<file path="src/inc/slb_map.svh">
// Purpose: offsets, field positions, reset values and counts of the control bridge
// Assumes: 100 MHz core clock
// Notes: offsets are positions in the bridge's own I2C register space
`ifndef SLB_MAP_SVH
`define SLB_MAP_SVH
`define SLB_OFS_ADDR 8'h00
`define SLB_OFS_CTRL 8'h01
`define SLB_OFS_GPIO 8'h02
`define SLB_OFS_STAT 8'h03
`define SLB_OFS_ALIAS 8'h08
`define SLB_OFS_REAL 8'h10
`define SLB_RST_ADDR 8'hb0
`define SLB_BIT_SEL 0
`define SLB_BIT_PASS 0
`define SLB_BIT_DISP 1
`define SLB_STRAP_BASE 7'h58
`define SLB_STRAP_MAX 3'h5
`define SLB_STRAP_WAIT 2'h3
`define SLB_NUM_ALIAS 8
`define SLB_GPIO_W 4
`define SLB_BUS_RATE_KBPS 400
`define SLB_CLK_MHZ 100
`define SLB_BIT_CYC ((`SLB_CLK_MHZ * 1000) / `SLB_BUS_RATE_KBPS)
`endif

</file>
<file path="src/inc/slb_pkg.sv">
// Purpose: types of the control bridge
// Assumes: slb_map.svh holds all numbers
// Notes: whole bridge state is one packed struct
`include "slb_map.svh"
package slb_pkg;
	typedef enum logic [3:0] {
		S_IDLE = 4'h0,
		S_ADDR = 4'h1,
		S_ACK = 4'h2,
		S_RX = 4'h3,
		S_TX = 4'h4,
		S_RACK = 4'h5,
		S_LWAIT = 4'h6,
		S_LSTOP = 4'h7
	} slb_state_e;

	typedef enum logic [1:0] {
		OP_START = 2'h0,
		OP_WRITE = 2'h1,
		OP_READ = 2'h2,
		OP_STOP = 2'h3
	} slb_op_e;

	typedef logic [`SLB_NUM_ALIAS-1:0][6:0] slb_tab_t;

	typedef struct packed {
		slb_state_e state;
		logic [3:0] cnt;
		logic [7:0] shreg;
		logic rw;
		logic nak;
		logic [7:0] ptr;
		logic got_ptr;
		logic fwd;
		logic scl_oe;
		logic sda_oe;
		logic link_req;
		slb_op_e link_op;
		logic [7:0] link_byte;
		logic [7:0] addr_reg;
		logic [1:0] ctrl;
		logic [`SLB_GPIO_W-1:0] gpio;
		slb_tab_t alias_tab;
		slb_tab_t real_tab;
		logic [6:0] strap_addr;
		logic [1:0] strap_cnt;
	} slb_st_s;
endpackage

</file>
<file path="src/rtl/slb_ctrl_bridge.sv">
// Purpose: I2C target port with register file, pass-through and alias bridging over the link
// Assumes: link partner answers each request with one I_LINK_DONE pulse
// Notes: SCL and SDA are open drain, driven only low
// Operation
// - Own I2C target sets up feature registers and drives the general purpose outputs.
// - Lines are driven low only; high comes from the external pull-up.
// - Port runs at fast-mode rates up to 400 kbps.
// - With pass-through on, transactions for remote devices are carried over the link.
// - With pass-through off, transactions for remote targets are not forwarded.
// - During bridged transfers SCL is held low before the ninth clock of written bytes and before the first bit of read bytes until remote answers.
// - Target never makes clocks; it only stretches the SCL low phase.
// - One strap input is decoded into one of six own addresses.
// - Strap codes 0 to 5 give addresses 0x58 to 0x5D.
// - Sensor mode supports eight alias addresses remapped to real target addresses.
// - Display mode supports one alias address only.
// - Alias address is recognised and the real address is issued remotely.
// - Remote side masters its bus while this port acts as a target.
// - Address register select bit picks strap or programmed own address.
`timescale 1ns/1ps
`include "slb_map.svh"
module slb_ctrl_bridge
	import slb_pkg::*;
(
	input wire logic I_CORE_CLK,
	input wire logic I_NRST,
	input wire logic I_SCL_IN,
	input wire logic I_SDA_IN,
	output logic O_SCL_OUT,
	output logic O_SCL_OE,
	output logic O_SDA_OUT,
	output logic O_SDA_OE,
	input wire logic [2:0] I_ADDRESS_STRAP_INPUT,
	output logic [`SLB_GPIO_W-1:0] O_GPIO,
	output logic O_LINK_REQ,
	output logic [1:0] O_LINK_OP,
	output logic [7:0] O_LINK_BYTE,
	input wire logic I_LINK_DONE,
	input wire logic I_LINK_ACK,
	input wire logic [7:0] I_LINK_RDATA
);
	slb_st_s r;
	slb_st_s n;
	logic scl_rise;
	logic scl_fall;
	logic sda_lvl;
	logic ev_start;
	logic ev_stop;
	logic [2:0] strap_s;
	logic [2:0] strap_code;
	logic [6:0] own_addr;
	logic [`SLB_NUM_ALIAS-1:0] hit;
	logic [6:0] real_addr;
	logic any_hit;

	// Two-stage sampling gives 250 core cycles per 400 kbps bit, ample margin
	slb_pin_sync u_sync (
		.i_clk(I_CORE_CLK),
		.i_nrst(I_NRST),
		.i_scl(I_SCL_IN),
		.i_sda(I_SDA_IN),
		.i_strap(I_ADDRESS_STRAP_INPUT),
		.o_scl_rise(scl_rise),
		.o_scl_fall(scl_fall),
		.o_sda(sda_lvl),
		.o_start(ev_start),
		.o_stop(ev_stop),
		.o_strap(strap_s)
	);

	// Codes above five are out of range; clamp to the last address
	assign strap_code = (strap_s > `SLB_STRAP_MAX) ? `SLB_STRAP_MAX : strap_s;
	assign own_addr = r.addr_reg[`SLB_BIT_SEL] ? r.addr_reg[7:1] : r.strap_addr;

	genvar gi;
	generate
		for (gi = 0; gi < `SLB_NUM_ALIAS; gi++) begin : g_alias
			// Display mode leaves only the first entry live
			assign hit[gi] = (r.alias_tab[gi] == r.shreg[7:1]) && ((gi == 0) || !r.ctrl[`SLB_BIT_DISP]);
		end
	endgenerate

	always_comb begin
		real_addr = r.shreg[7:1];
		any_hit = 1'b0;
		for (int k = `SLB_NUM_ALIAS - 1; k >= 0; k--) begin
			if (hit[k]) begin
				real_addr = r.real_tab[k];
				any_hit = 1'b1;
			end
		end
	end

	function automatic logic [7:0] rd_reg(input slb_st_s s, input logic [7:0] a);
		rd_reg = 8'h00;
		if (a == `SLB_OFS_ADDR) begin
			rd_reg = s.addr_reg;
		end else if (a == `SLB_OFS_CTRL) begin
			rd_reg = {6'h00, s.ctrl};
		end else if (a == `SLB_OFS_GPIO) begin
			rd_reg = {{(8 - `SLB_GPIO_W){1'b0}}, s.gpio};
		end else if (a == `SLB_OFS_STAT) begin
			rd_reg = {s.fwd, s.strap_addr};
		end else if (a[7:3] == `SLB_OFS_ALIAS / 8) begin
			rd_reg = {s.alias_tab[a[2:0]], 1'b0};
		end else if (a[7:3] == `SLB_OFS_REAL / 8) begin
			rd_reg = {s.real_tab[a[2:0]], 1'b0};
		end
	endfunction

	always_comb begin
		n = r;
		// Strap is caught only once the synchroniser holds real pin values
		if (r.strap_cnt != `SLB_STRAP_WAIT) begin
			n.strap_cnt = r.strap_cnt + 2'h1;
			n.strap_addr = `SLB_STRAP_BASE + {4'h0, strap_code};
		end
		unique case (r.state)
			S_IDLE: begin
			end
			S_ADDR: begin
				if (scl_rise) begin
					n.shreg = {r.shreg[6:0], sda_lvl};
					n.cnt = r.cnt + 4'h1;
				end else if (scl_fall && r.cnt == 4'h8) begin
					n.rw = r.shreg[0];
					n.cnt = 4'h0;
					if (r.shreg[7:1] == own_addr) begin
						n.fwd = 1'b0;
						n.nak = 1'b0;
						n.sda_oe = 1'b1;
						n.state = S_ACK;
					end else if (r.ctrl[`SLB_BIT_PASS]) begin
						n.fwd = 1'b1;
						n.scl_oe = 1'b1;
						n.link_req = 1'b1;
						n.link_op = OP_START;
						n.link_byte = {any_hit ? real_addr : r.shreg[7:1], r.shreg[0]};
						n.state = S_LWAIT;
					end else begin
						n.state = S_IDLE;
					end
				end
			end
			S_ACK: begin
				if (scl_fall) begin
					n.sda_oe = 1'b0;
					n.cnt = 4'h0;
					if (r.nak) begin
						n.state = S_IDLE;
					end else if (!r.rw) begin
						n.state = S_RX;
					end else if (r.fwd) begin
						n.scl_oe = 1'b1;
						n.link_req = 1'b1;
						n.link_op = OP_READ;
						n.state = S_LWAIT;
					end else begin
						n.shreg = rd_reg(r, r.ptr);
						n.ptr = r.ptr + 8'h01;
						n.sda_oe = ~n.shreg[7];
						n.state = S_TX;
					end
				end
			end
			S_RX: begin
				if (scl_rise) begin
					n.shreg = {r.shreg[6:0], sda_lvl};
					n.cnt = r.cnt + 4'h1;
				end else if (scl_fall && r.cnt == 4'h8) begin
					n.cnt = 4'h0;
					if (r.fwd) begin
						n.scl_oe = 1'b1;
						n.link_req = 1'b1;
						n.link_op = OP_WRITE;
						n.link_byte = r.shreg;
						n.state = S_LWAIT;
					end else begin
						n.nak = 1'b0;
						n.sda_oe = 1'b1;
						n.state = S_ACK;
						if (!r.got_ptr) begin
							n.ptr = r.shreg;
							n.got_ptr = 1'b1;
						end else begin
							n.ptr = r.ptr + 8'h01;
							if (r.ptr == `SLB_OFS_ADDR) begin
								n.addr_reg = r.shreg;
							end else if (r.ptr == `SLB_OFS_CTRL) begin
								n.ctrl = r.shreg[1:0];
							end else if (r.ptr == `SLB_OFS_GPIO) begin
								n.gpio = r.shreg[`SLB_GPIO_W-1:0];
							end else if (r.ptr[7:3] == `SLB_OFS_ALIAS / 8) begin
								n.alias_tab[r.ptr[2:0]] = r.shreg[7:1];
							end else if (r.ptr[7:3] == `SLB_OFS_REAL / 8) begin
								n.real_tab[r.ptr[2:0]] = r.shreg[7:1];
							end
						end
					end
				end
			end
			S_TX: begin
				if (scl_fall) begin
					if (r.cnt == 4'h7) begin
						n.sda_oe = 1'b0;
						n.state = S_RACK;
					end else begin
						n.shreg = {r.shreg[6:0], 1'b0};
						n.sda_oe = ~r.shreg[6];
						n.cnt = r.cnt + 4'h1;
					end
				end
			end
			S_RACK: begin
				if (scl_rise) begin
					n.nak = sda_lvl;
				end else if (scl_fall) begin
					n.cnt = 4'h0;
					if (r.nak) begin
						n.state = S_IDLE;
					end else if (r.fwd) begin
						n.scl_oe = 1'b1;
						n.link_req = 1'b1;
						n.link_op = OP_READ;
						n.state = S_LWAIT;
					end else begin
						n.shreg = rd_reg(r, r.ptr);
						n.ptr = r.ptr + 8'h01;
						n.sda_oe = ~n.shreg[7];
						n.state = S_TX;
					end
				end
			end
			S_LWAIT: begin
				if (I_LINK_DONE) begin
					n.link_req = 1'b0;
					n.scl_oe = 1'b0;
					if (r.link_op == OP_READ) begin
						n.shreg = I_LINK_RDATA;
						n.sda_oe = ~I_LINK_RDATA[7];
						n.cnt = 4'h0;
						n.state = S_TX;
					end else begin
						n.nak = ~I_LINK_ACK;
						n.sda_oe = I_LINK_ACK;
						n.state = S_ACK;
					end
				end
			end
			S_LSTOP: begin
				if (I_LINK_DONE) begin
					n.link_req = 1'b0;
					n.fwd = 1'b0;
					n.state = S_IDLE;
				end
			end
		endcase
		// SCL is held low in S_LWAIT only; start and stop are ignored in both S_LWAIT and S_LSTOP
		if (r.state != S_LWAIT && r.state != S_LSTOP) begin
			if (ev_start) begin
				n.state = S_ADDR;
				n.cnt = 4'h0;
				n.got_ptr = 1'b0;
				n.sda_oe = 1'b0;
				n.scl_oe = 1'b0;
			end else if (ev_stop) begin
				n.sda_oe = 1'b0;
				n.scl_oe = 1'b0;
				n.got_ptr = 1'b0;
				if (r.fwd) begin
					n.link_req = 1'b1;
					n.link_op = OP_STOP;
					n.state = S_LSTOP;
				end else begin
					n.state = S_IDLE;
				end
			end
		end
	end

	always_ff @(posedge I_CORE_CLK) begin
		if (!I_NRST) begin
			r <= '0;
			r.addr_reg <= `SLB_RST_ADDR;
		end else begin
			r <= n;
		end
	end

	assign O_SCL_OUT = 1'b0;
	assign O_SDA_OUT = 1'b0;
	assign O_SCL_OE = r.scl_oe;
	assign O_SDA_OE = r.sda_oe;
	assign O_GPIO = r.gpio;
	assign O_LINK_REQ = r.link_req;
	assign O_LINK_OP = r.link_op;
	assign O_LINK_BYTE = r.link_byte;
endmodule

</file>
<file path="src/rtl/slb_pin_sync.sv">
// Purpose: pin synchroniser and bus event detector
// Assumes: pins are asynchronous to the core clock
// Notes: events come from the second stage only
`timescale 1ns/1ps
module slb_pin_sync
	import slb_pkg::*;
(
	input wire logic i_clk,
	input wire logic i_nrst,
	input wire logic i_scl,
	input wire logic i_sda,
	input wire logic [2:0] i_strap,
	output logic o_scl_rise,
	output logic o_scl_fall,
	output logic o_sda,
	output logic o_start,
	output logic o_stop,
	output logic [2:0] o_strap
);
	logic [4:0] s1_r;
	logic [4:0] s2_r;
	logic [1:0] prev_r;

	always_ff @(posedge i_clk) begin
		if (!i_nrst) begin
			// Idle bus reads high, so no false start after reset
			s1_r <= 5'h03;
			s2_r <= 5'h03;
			prev_r <= 2'h3;
		end else begin
			s1_r <= {i_strap, i_sda, i_scl};
			s2_r <= s1_r;
			prev_r <= s2_r[1:0];
		end
	end

	assign o_scl_rise = s2_r[0] & ~prev_r[0];
	assign o_scl_fall = ~s2_r[0] & prev_r[0];
	assign o_sda = s2_r[1];
	assign o_start = s2_r[0] & prev_r[0] & prev_r[1] & ~s2_r[1];
	assign o_stop = s2_r[0] & prev_r[0] & ~prev_r[1] & s2_r[1];
	assign o_strap = s2_r[4:2];
endmodule

</file>
<file path="config.mk">
export PLATFORM = sky130hd
export DESIGN_NAME = slb_ctrl_bridge
export DESIGN_NICKNAME = d
export VERILOG_FILES = /design/src/inc/slb_pkg.sv /design/src/rtl/slb_ctrl_bridge.sv /design/src/rtl/slb_pin_sync.sv
export VERILOG_INCLUDE_DIRS = /design/src /design/src/inc
export SDC_FILE = /design/constraint.sdc
export NUM_CORES = 1
export LEC_CHECK = 0
export BUFFER_PORTS_ARGS = -buffer_cell sky130_fd_sc_hd__buf_4
export CORE_MARGIN = 2
export CORE_UTILIZATION = 57
export CTS_CLUSTER_SIZE = 25
export DETAILED_ROUTE_END_ITERATION = 8
export PLACE_DENSITY = 0.79
export RECOVER_POWER = 100
export SLEW_MARGIN = 10
export SYNTH_ARGS = -nofsm -noshare
export SYNTH_HDL_FRONTEND = slang
export SYNTH_SLANG_ARGS = --single-unit
</file>
<file path="constraint.sdc">
create_clock -name I_CORE_CLK -period 2.9 [get_ports I_CORE_CLK]
set_input_delay 0.435 -clock I_CORE_CLK [delete_from_list [all_inputs] [get_ports I_CORE_CLK]]
set_output_delay 0.435 -clock I_CORE_CLK [all_outputs]
set_load 0.05 [all_outputs]
</file>
# == Yosys cells after proc, flatten, opt, wreduce, memory -nomap -nowiden ==
# Index checks and enable logic that the tools add are counted.
# totals
wordCells,301
latch_bits,0
reg_bits,188
ramBits,0
in_bits,17
n_memories,0
mem_bits_ro,0
# classes
n_eq_ne,52
bitwise,22
n_div,0
n_lt_le_gt_ge,3
addsub,4
shifts,0
reduce_logical,28
mux,155
multipliers,0
# op_table
cell,n
139-bit 2-to-1 mux,2
8-bit 2-to-1 mux,33
126-bit 2-to-1 mux,2
56-bit 2-to-1 mux,3
118-bit 2-to-1 mux,1
116-bit 2-to-1 mux,1
56-bit bitwise mux,2
112-bit 2-to-1 mux,1
7-bit 2-to-1 mux,13
16-bit 2-to-1 mux,5
12-bit one-hot mux with 6 select lines,1
7-bit == test,9
2-bit != test (second input constant),25
4-bit 2-to-1 mux,11
7-bit binary-select mux with 3-bit select,2
5-bit 2-to-1 mux,8
3-bit 2-to-1 mux,12
11-bit 2-to-1 mux,3
1-bit 2-to-1 mux,30
10-bit 2-to-1 mux,3
10-bit AND reduction,3
14-bit 2-to-1 mux,2
4-bit one-hot mux with 7 select lines,1
12-bit 2-to-1 mux,2
43 further kinds,89

# == Logic depth before layout (Yosys ltp) ==
# Gate-level depths: netlist of the first run.
# logic_depth
ltp_word,23
depth_mapped,11
ltp_nobuf,9

# == Hierarchy ==
# A second synthesis of the first run with hierarchy kept.
# unflattened
cells_unflattened,1270
area_unflattened_um2,10591.4
# modules_own_cells
module,seq_area_each_um2,instances,cells_each,area_each_um2
slb_ctrl_bridge,3463.3,1,1238,10213.5
slb_pin_sync,240.2,1,32,377.9

# == Worst setup path before layout of the first run ==
# No wires, ideal clock.
# synth_timing
kind,register -> register
start,register r[151] in the netlist's numbering
end,register (tool-made name)
setup_ns,0.070
slack_ns,0.449
stages_incl_launch_ff,12
arrival_time_ns,2.381
path_cell_list,dfxtp_1 > buf_2 > clkinv_1 > ha_1 > clkbuf_1 > o211a_1 > nor4_1 > buf_2 > and2_0 > clkbuf_1 > nand2_1 > a21oi_1
# synth_rtl
element,line,source
"start, declared",slb_ctrl_bridge.sv:41,slb_st_s r;
"start signal, assigned",slb_ctrl_bridge.sv:285,r <= n;

# == Final worst setup path of the first run ==
# layout_timing
start,register r[164] in the netlist's numbering
end,"register r, in the netlist O_LINK_BYTE[2]"
# layout_via
elab_chain_cells,16
elab_cells_between_ends,40
cone_classes,eq/ne (10); mux (22); reduce/logical (8)
# layout_lines
element,line,source
7-bit == test,slb_ctrl_bridge.sv:78,assign hit[gi] = (r.alias_tab[gi] == r.shreg[7:1]) && ((gi == 0) || !r.ctrl[`SLB_BIT_DISP]);
1-bit logical AND,slb_ctrl_bridge.sv:78,
7-bit 2-to-1 mux or 1-bit 2-to-1 mux (tied branches) (8 in a row),slb_ctrl_bridge.sv:86,if (hit[k]) begin
7-bit 2-to-1 mux,slb_ctrl_bridge.sv:137,"n.link_byte = {any_hit ? real_addr : r.shreg[7:1], r.shreg[0]};"
11-bit 2-to-1 mux,slb_ctrl_bridge.sv:132,end else if (r.ctrl[`SLB_BIT_PASS]) begin
11-bit 2-to-1 mux,slb_ctrl_bridge.sv:127,if (r.shreg[7:1] == own_addr) begin
14-bit 2-to-1 mux,slb_ctrl_bridge.sv:124,end else if (scl_fall && r.cnt == 4'h8) begin
14-bit 2-to-1 mux,slb_ctrl_bridge.sv:121,if (scl_rise) begin
8-bit one-hot mux with 2 select lines,slb_ctrl_bridge.sv:117,unique case (r.state)
# Several ways; a longest one is shown, not always the timed one. The select of a mux whose other input is x is not followed.
# A chain may end at the register's enable or synchronous reset.

==> results_dict.tcl, run 1 <==
set metrics [dict create \
    area_of_the_core_sq_um 19300 \
    area_growth_pct 9.53 \
    ff2ff_setup_slack_ps 110 \
    yosys.area_share.xor_xnor 0.0543 \
    cp_max_fo 29 \
    finClkSkew_ps 12.6 \
    sum_of_negative_setup_slack_ps 0 \
    synth-edff-count 0 \
    post_synth.cell_area_avg_sq_um 7.82 \
    main_combinational_cell_family_by_area_after_synthesis "simple AND/OR/NAND/NOR gates" \
    hold_ws_ps 166 \
    timing.final.crit_period_ps 2790 \
    timing.critical_path.required_ps 3290 \
    hold_path_depth 2 \
    synth_compound_gate_area_share 0.220 \
    ir_worst_vdd_v 0.000436 \
    final.period_utilization 0.963 \
    muxShareOfSynthArea 0.0689 \
    vias 10900 \
    cts.sinks 185 \
    ctsHtreeMaxLevel 4 \
    layout.cells.most_common "nand2_1" \
    cp-end-kind "flip-flop" \
    max_cap_viol_count 0 \
    synth_area_sq_um 11100 \
    drcViolationCount 0 \
    nNetsFinal 1441 \
    slew_viol_final 0 \
    synthesis.yosys.warnings 0 \
    synth_area_leaders "dfxtp_1 (33%), nand2_1 (8.6%), a21oi_1 (7.2%)" \
    count_of_nets_left_with_antenna_violations_after_detail_routing 0 \
    final_layout_size_suffix_gt1_frac 0.115 \
    cts_resized 0 \
    layout_common_cells "nand2_1 (256), dfxtp_1 (184), a21oi_1 (161)" \
    std_cell_rows 51 \
    diodes 0 \
    synth_top_area_cell "dfxtp_1" \
    die-area_sq_um 20700 \
    post_synth_num_cell_types 90 \
    detail_route.first_pass.iterations 6 \
    post_drt_via_cell_ratio 6.41 \
    routed_wirelength_mm 36.7 \
    synth_largest_type_area_fraction 0.333 \
    power.static_leakage_nw 4.36 \
    place.detailed.hpwl_mm 26.6 \
    clk_latency_ps 450 \
    power.density_cell_area_nw_per_um2 640 \
    outcome "finished, final reports clean" \
    globalRouteTotalUtil 0.362 \
    fp.dieH_um 144 \
    cts_hold_bufs 0 \
    floorplan.initialDensity 0.576 \
    worst_slew_margin_rel 0.301 \
    antenna_found_initial 0 \
    post_drt_wl_per_cell_um 21.7 \
    floorplan.die.width_um 144 \
    synth_async_sr_flop_share 0 \
    largest_net_degree_at_the_start_of_global_routing 67 \
    routabilityCongestion 0.999 \
    post_synthesis_sequential_area_ratio 0.333 \
    tritoncts "yes" \
    finalCoreUtilization 0.631 \
    cts_inserted_buffers 17 \
    synth_adder_area_share 0.00787 \
    clockRootBuffer "clkbuf_16" \
    grt_first_pass_wirelength_mm 57.5 \
    cp_data_arrival_time_ps 3190 \
    unrepaired_setup_endpoints_after_global_routing "no" \
    io_pins 36 \
    postCtsSetupRepairBufs 0 \
    timing.critical_path.from_type "flip-flop" \
    maxClockFrequency_ghz 0.358 \
    port-buffer-count 33 \
    ys_dominant_reg_cell "dfxtp_1" \
    synth_simple_gate_area_share 0.250 \
    reg2regPathDepth 8 \
    synth_cells 1424 \
    worst-setup-path-type "flip-flop to flip-flop" \
    synth_seq_cells 185 \
    grt-ovfl-total 0 \
    hold_viol_final 0 \
    max-clock-path-buffers 2 \
    hp-class "input pin to flip-flop" \
    first_global_vias 10100 \
    number_of_setup_violations_in_the_final_report 0 \
    clk_transition_reported_paths_ps 80 \
    first_iter_violations 1171 \
    tightestPinTransition_ps 1040 \
]
-- worst paths after layout --
kind / start / to
worst max register to register: r[164] / O_LINK_BYTE[2]
worst min register to register: u_sync.s1_r[0] / u_sync.s2_r[0]
worst max-delay path: r[164] / O_LINK_BYTE[2]
worst min-delay path: I_SCL_IN / u_sync.s1_r[0]
-- stage by stage --
stage | total power [mW] | cell area (sq um) | cells | worst slack, ps
floorplan | 4.56 | 11100 | 1425 | 449
finish | 7.80 | 12200 | 1695 | 106
CTS | 7.77 | 12300 | 1695 | 186
detailed placement | 5.43 | 11700 | 1663 | 207
global placement | 5.44 | 11700 | 1663 | 179
global route | 8.07 | 12200 | 1695 | 26.9
-- per-layer routing --
metal  vias to the layer above  track usage  part of all wire
met2                       551        0.582              0.46
li1                       5027            -                 -
met3                       105       0.0643             0.085
met4                         0        0.153             0.038
met1                      5179        0.479              0.41
met5                         -            0                 0
-- worst max-delay path: stages (launching register included) --
cell,delay [ps]
dfxtp_1,430
buf_12,250
xor2_1,120
nor4_2,500
nand2_1,340
nand4_2,230
o22ai_2,170
a2111oi_1,500
a221o_1,170
-- Yosys cell counts (4+ instances only) --
master       n
a211oi_1     7
o22ai_1     11
nor2b_1     11
nor3_1      24
dfxtp_1    185
o31ai_1     11
a21oi_1    160
inv_1       19
a22oi_1     13
or3_1        6
buf_6        9
a32oi_1      5
xnor2_1     22
o21ai_0     52
nand3_1     55
mux2_2       9
o21a_1       4
or2_2        5
clkbuf_1    67
nor4_2       5
nand4_1      6
nor3b_1      6
buf_4       21
mux4_2       6
o221ai_1     7
nand2_1    256
nor2_1      97
nand2b_1    14
buf_2       24
o31a_1       6
o211a_1      6
a221oi_1    14
nor4_4       6
and3_1       9
nor4_1       8
a31oi_1     18
o211ai_1    17
a221o_1      6
o2111ai_1    5
ha_1         7
buf_1        6
xor2_1      47
a22o_1       8
and2_1      20
mux2i_1     53
-- cell type report --
| class | instances | area [sq um] |
|---|---|---|
| inverter | 22 | 85.1 |
| tap | 265 | 332 |
| sequential | 185 | 3710 |
| timing repair buffer | 100 | 803 |
| clock inverter | 13 | 150 |
| fill | 1769 | 7140 |
| clock buffer | 19 | 433 |
| multi-input combinational | 1091 | 6690 |
-- where the power goes --
| part | switching, mW | internal, mW | total, mW | leakage (nW) |
|---|---|---|---|---|
| logic | 1.81 | 0.951 | 2.76 | 2.59 |
| clock network | 1.14 | 1.23 | 2.37 | 0.280 |
| registers | 0.0767 | 2.59 | 2.67 | 1.50 |
-- kinds of logic (layout without fill, tap and decap cells) --
logic type	count (synthesis)	count (layout)
and+or+nand+nor	563	563
AOI/OAI and AO/OA	382	382
DFF	185	185
buffers and inverters	149	154
xor gates and xnor gates	69	69
muxes	68	68
adders and majority gates	7	7
other	1	2
No activity file was read; power rests on OpenSTA's default activity.
==> run 2: changes to the inputs <==
--- a/config.mk
+++ b/config.mk
@@ -8,10 +8,10 @@
 export LEC_CHECK = 0
 export BUFFER_PORTS_ARGS = -buffer_cell sky130_fd_sc_hd__buf_4
 export CORE_MARGIN = 2
-export CORE_UTILIZATION = 57
+export CORE_UTILIZATION = 50
 export CTS_CLUSTER_SIZE = 25
 export DETAILED_ROUTE_END_ITERATION = 8
-export PLACE_DENSITY = 0.79
+export PLACE_DENSITY = 0.71
 export RECOVER_POWER = 100
 export SLEW_MARGIN = 10
 export SYNTH_ARGS = -nofsm -noshare
==> results_dict.tcl, run 2 (synthesis results as in run 1) <==
set metrics [dict create \
    outcome "complete, but fails checks" \
    failing_checks "capacitance limit, slew limit" \
    diodes 0 \
    power.total_mw 7.75 \
    timing.critical_path.max_delay_family "simple AND/OR/NAND/NOR gates" \
    timing.critical_path.from_type "flip-flop" \
    floorplan.die.width_um 153 \
    maxClockFrequency_ghz 0.368 \
    layout.cells.most_common "nand2_1" \
    postCtsSetupRepairBufs 0 \
    ir_worst_vdd_v 0.000430 \
    max-clock-path-buffers 2 \
    worst_slew_margin_rel -0.0789 \
    timing.final.crit_period_ps 2710 \
    clk_latency_ps 440 \
    die-area_sq_um 23500 \
    cts_hold_bufs 0 \
    power.density_cell_area_nw_per_um2 637 \
    cp_data_arrival_time_ps 3090 \
    std_cell_rows 54 \
    cp_max_fo 32 \
    p_clk_frac 0.298 \
    tritoncts "yes" \
    number_of_setup_violations_in_the_final_report 0 \
    globalRouteTotalUtil 0.315 \
    routed_wirelength_mm 37.5 \
    port-buffer-count 33 \
    antenna_found_initial 0 \
    cts_resized 0 \
    clockRootBuffer "clkbuf_16" \
    final.period_utilization 0.936 \
    vias 10700 \
    tightestPinTransition_ps 1620 \
    ctsHtreeMaxLevel 4 \
    fp.dieH_um 153 \
    cpMaxStageDelayCell "dfxtp_2" \
    cts.sinks 185 \
    routabilityCongestion 1.02 \
    pwr-share-seq 0.345 \
    power.static_leakage_nw 4.36 \
    hp-class "input pin to flip-flop" \
    power_switching_share 0.392 \
    netSwitchingPower_mw 3.04 \
    area_of_the_core_sq_um 21800 \
    post_drt_via_cell_ratio 6.25 \
    finClkSkew_ps 12.2 \
    first_global_vias 9915 \
    p_int_mw 4.71 \
    grt_first_pass_wirelength_mm 58.4 \
    detail_route.first_pass.iterations 7 \
    nNetsFinal 1441 \
    first_iter_violations 1195 \
    largest_net_degree_at_the_start_of_global_routing 108 \
    hold_viol_final 0 \
    max_cap_viol_count 1 \
    drcViolationCount 0 \
    p_comb_frac 0.357 \
    critPathMaxStageDelay_ps 650 \
    place.detailed.hpwl_mm 27.0 \
    count_of_nets_left_with_antenna_violations_after_detail_routing 0 \
    final_layout_size_suffix_gt1_frac 0.120 \
    grt-ovfl-total 0 \
    slew_viol_final 33 \
    floorplan.initialDensity 0.510 \
    cp-end-kind "flip-flop" \
    timing.critical_path.required_ps 3270 \
    area_growth_pct 9.27 \
    worst-setup-path-type "flip-flop to flip-flop" \
    io_pins 36 \
    sum_of_negative_setup_slack_ps 0 \
    clk_transition_reported_paths_ps 80 \
    post_drt_wl_per_cell_um 21.9 \
    cts_inserted_buffers 17 \
    layout_common_cells "nand2_1 (256), dfxtp_1 (183), a21oi_1 (161)" \
    unrepaired_setup_endpoints_after_global_routing "no" \
    crit_path_cell_trace "buf_4, and3_1, nand2_1, o21ai_0, a221oi_1, buf_4, o2111ai_1, o21ai_0, nor2_1" \
    critical_path_buffer_and_inverter_count 2 \
]
## run 2: cell count changes in the layout (fill, tap and decap cells not counted), moves of 2 or more
cell / before / now
and2_0: 8 / 5
and2_1: 14 / 17
buf_12: 11 / 8
clkinv_4: 1 / 4
clkbuf_1: 24 / 22
dfxtp_2: 0 / 2
nor2_1: 99 / 97
nor2_2: 1 / 3
## run 2: power groups by stage
| stage | clock network [mW] | registers [mW] | logic, mW |
|---|---|---|---|
| final | 2.31 | 2.67 | 2.76 |
| after global routing | 2.43 | 2.68 | 2.92 |
| after floorplan | 0 | 2.69 | 1.87 |
| after detailed placement | 0 | 2.73 | 2.69 |
| after CTS | 2.34 | 2.67 | 2.70 |
| after global placement | 0 | 2.73 | 2.71 |
## run 2: final timing paths
path / start / endpoint / slack [ps] / cells after the start
setup reg to reg: r[152] / r[167] / 190 / 9
hold / removal: I_SDA_IN / u_sync.s1_r[1] / 170 / 2
hold reg to reg: u_sync.s1_r[1] / u_sync.s2_r[1] / 410 / 1
setup / recovery: r[152] / r[167] / 190 / 9
## run 2: final cells by class
class                   instances  area (sq um)
clock buffers                  18           439
inverters                      22          85.1
repair buffers                100           767
well taps                     280           350
multi-input cells            1091          6700
flip-flops and latches        185          3710
clock inverters                14           125
fillers                      2096          9660
## run 2: routing by layer
| layer | routed length, um | track usage | up-vias | share of wire |
|---|---|---|---|---|
| li1 | - | - | 5013 | - |
| met1 | 15800 | 0.427 | 5049 | 0.42 |
| met2 | 17400 | 0.510 | 525 | 0.46 |
| met3 | 3030 | 0.0510 | 99 | 0.081 |
| met4 | 1230 | 0.106 | 0 | 0.033 |
| met5 | 0 | 0 | - | 0 |
## run 2: per-stage QoR
step | instances | setup slack [ps] | util | area (sq um) | hold slack (ps)
after floorplan | 1425 | 449 | - | 11100 | 386
after global placement | 1678 | 258 | 0.537 | 11700 | 391
after detailed placement | 1678 | 286 | 0.537 | 11700 | 396
after CTS | 1710 | 278 | 0.563 | 12300 | 160
after global routing | 1710 | 54.1 | 0.558 | 12200 | 160
final | 1710 | 185 | 0.558 | 12200 | 169
## run 2: worst register-to-register path, stage by stage (launching register included)
cell	delay (ps)
dfxtp_2	650
buf_4	450
and3_1	480
nand2_1	150
o21ai_0	160
a221oi_1	140
buf_4	180
o2111ai_1	220
o21ai_0	130
nor2_1	100
==> run 3: changes to the inputs <==
--- a/config.mk
+++ b/config.mk
@@ -9,11 +9,12 @@
 export BUFFER_PORTS_ARGS = -buffer_cell sky130_fd_sc_hd__buf_4
 export CORE_MARGIN = 2
 export CORE_UTILIZATION = 50
+export CTS_BUF_LIST = sky130_fd_sc_hd__clkbuf_16
 export CTS_CLUSTER_SIZE = 25
 export DETAILED_ROUTE_END_ITERATION = 8
 export PLACE_DENSITY = 0.71
 export RECOVER_POWER = 100
-export SLEW_MARGIN = 10
+export SLEW_MARGIN = 20
 export SYNTH_ARGS = -nofsm -noshare
 export SYNTH_HDL_FRONTEND = slang
 export SYNTH_SLANG_ARGS = --single-unit
==> results_dict.tcl, run 3 (synthesis results as in run 1) <==
set metrics [dict create \
    outcome "complete, but fails checks" \
    failing_checks "capacitance limit, slew limit" \
    cts.sinks 185 \
    timing.critical_path.from_type "flip-flop" \
    post_drt_wl_per_cell_um 21.9 \
    power.static_leakage_nw 4.35 \
    detail_route.first_pass.iterations 6 \
    p_clk_frac 0.296 \
    setup_ws_ps 189 \
    place_worst_setup_slack_ps 286 \
    first_global_vias 9876 \
    routabilityCongestion 1.02 \
    globalRouteTotalUtil 0.314 \
    fp.dieH_um 153 \
    place.detailed.hpwl_mm 27.0 \
    tritoncts "yes" \
    largest_net_degree_at_the_start_of_global_routing 108 \
    timing.critical_path.max_delay_family "simple AND/OR/NAND/NOR gates" \
    worst_slew_margin_rel -0.0713 \
    grt-ovfl-total 0 \
    gr-max-usage-layer "met2" \
    cp-end-kind "flip-flop" \
    gr-usage-met1 0.428 \
    floorplan.die.width_um 153 \
    crit_path_cell_trace "buf_4, and3_1, nand2_1, o21ai_0, a221oi_1, buf_4, o2111ai_1, o21ai_0, nor2_1" \
    finClkSkew_ps 13.8 \
    std_cell_rows 54 \
    slew_viol_final 33 \
    postCtsSetupRepairBufs 0 \
    ir_worst_vdd_v 0.000428 \
    sum_of_negative_setup_slack_ps 0 \
    cpMaxStageDelayCell "dfxtp_2" \
    tightestPinTransition_ps 1610 \
    io_pins 36 \
    die-area_sq_um 23500 \
    critical_path_buffer_and_inverter_count 2 \
    power_switching_share 0.393 \
    port-buffer-count 33 \
    post_drt_via_cell_ratio 6.25 \
    timing.critical_path.required_ps 3270 \
    power.density_cell_area_nw_per_um2 634 \
    layout_common_cells "nand2_1 (256), dfxtp_1 (183), a21oi_1 (161)" \
    fin_cells 1710 \
    area_of_the_core_sq_um 21800 \
    p_comb_frac 0.357 \
    globalRouteMet3Util 0.0533 \
    floorplan.initialDensity 0.510 \
    hold_viol_final 0 \
    grt_first_pass_wirelength_mm 58.4 \
    max-clock-path-buffers 2 \
    first_iter_violations 1205 \
    clk_latency_ps 440 \
    hp-class "input pin to flip-flop" \
    clockRootBuffer "clkbuf_16" \
    count_of_nets_left_with_antenna_violations_after_detail_routing 0 \
    maxClockFrequency_ghz 0.369 \
    layout.cells.most_common "nand2_1" \
    cp_max_fo 32 \
    cts_inserted_buffers 17 \
    grt_util_met2 0.510 \
    area_growth_pct 9.18 \
    diodes 0 \
    pwr-share-seq 0.347 \
    power.total_mw 7.71 \
    cp_data_arrival_time_ps 3080 \
    clk_transition_reported_paths_ps 80 \
    nNetsFinal 1441 \
    placed_cell_area_sq_um 11700 \
    numPlacedInstances 1678 \
    number_of_setup_violations_in_the_final_report 0 \
    unrepaired_setup_endpoints_after_global_routing "no" \
    p_int_mw 4.68 \
    netSwitchingPower_mw 3.03 \
    finalInstanceArea_sq_um 12200 \
    drcViolationCount 0 \
    cts_hold_bufs 0 \
    final.period_utilization 0.935 \
    max_cap_viol_count 1 \
    worst-setup-path-type "flip-flop to flip-flop" \
    vias 10700 \
    final_layout_size_suffix_gt1_frac 0.119 \
    timing.final.crit_period_ps 2710 \
    ctsHtreeMaxLevel 4 \
    antenna_found_initial 0 \
    routed_wirelength_mm 37.5 \
    critPathMaxStageDelay_ps 660 \
    cts_resized 0 \
]
-- run 3: changes by cell type in the layout (fill, tap and decap cells not counted) --
cell,change
clkbuf_8,-1
clkinv_1,+1
-- run 3: stage by stage --
step	hold WS, ps	util
2_1_floorplan	386	-
3_3_place_gp	391	0.537
6_report	169	0.557
3_5_place_dp	396	0.537
5_1_grt	158	0.557
4_1_cts	162	0.563
-- run 3: per-layer routing --
layer	routed length [um]	share of wire	vias up
li1	-	-	5018
met1	15900	0.42	5063
met2	17500	0.47	517
met3	2960	0.079	90
met4	1170	0.031	0
met5	0	0	-
-- run 3: final timing paths --
kind	slack, ps	startpoint	end	cells after the start
worst min register to register	410	u_sync.s1_r[1]	u_sync.s2_r[1]	1
worst max register to register	190	r[152]	r[167]	9
worst max-delay path	190	r[152]	r[167]	9
worst min-delay path	170	I_SDA_IN	u_sync.s1_r[1]	2
-- run 3: power by group through the flow --
stage	sequential, mW	clock (mW)	combinational (mW)
final	2.67	2.28	2.76
after global routing	2.68	2.41	2.92
after CTS	2.67	2.31	2.70
after detailed placement	2.73	0	2.69
after global placement	2.73	0	2.71
after floorplan	2.69	0	1.87
-- run 3: layout make-up --
type / instances / area (sq um)
fillers: 2097 / 9670
multi-input cells: 1091 / 6700
flip-flops and latches: 185 / 3710
repair buffers: 100 / 767
clock buffers: 17 / 425
well taps: 280 / 350
clock inverters: 15 / 129
inverters: 22 / 85.1
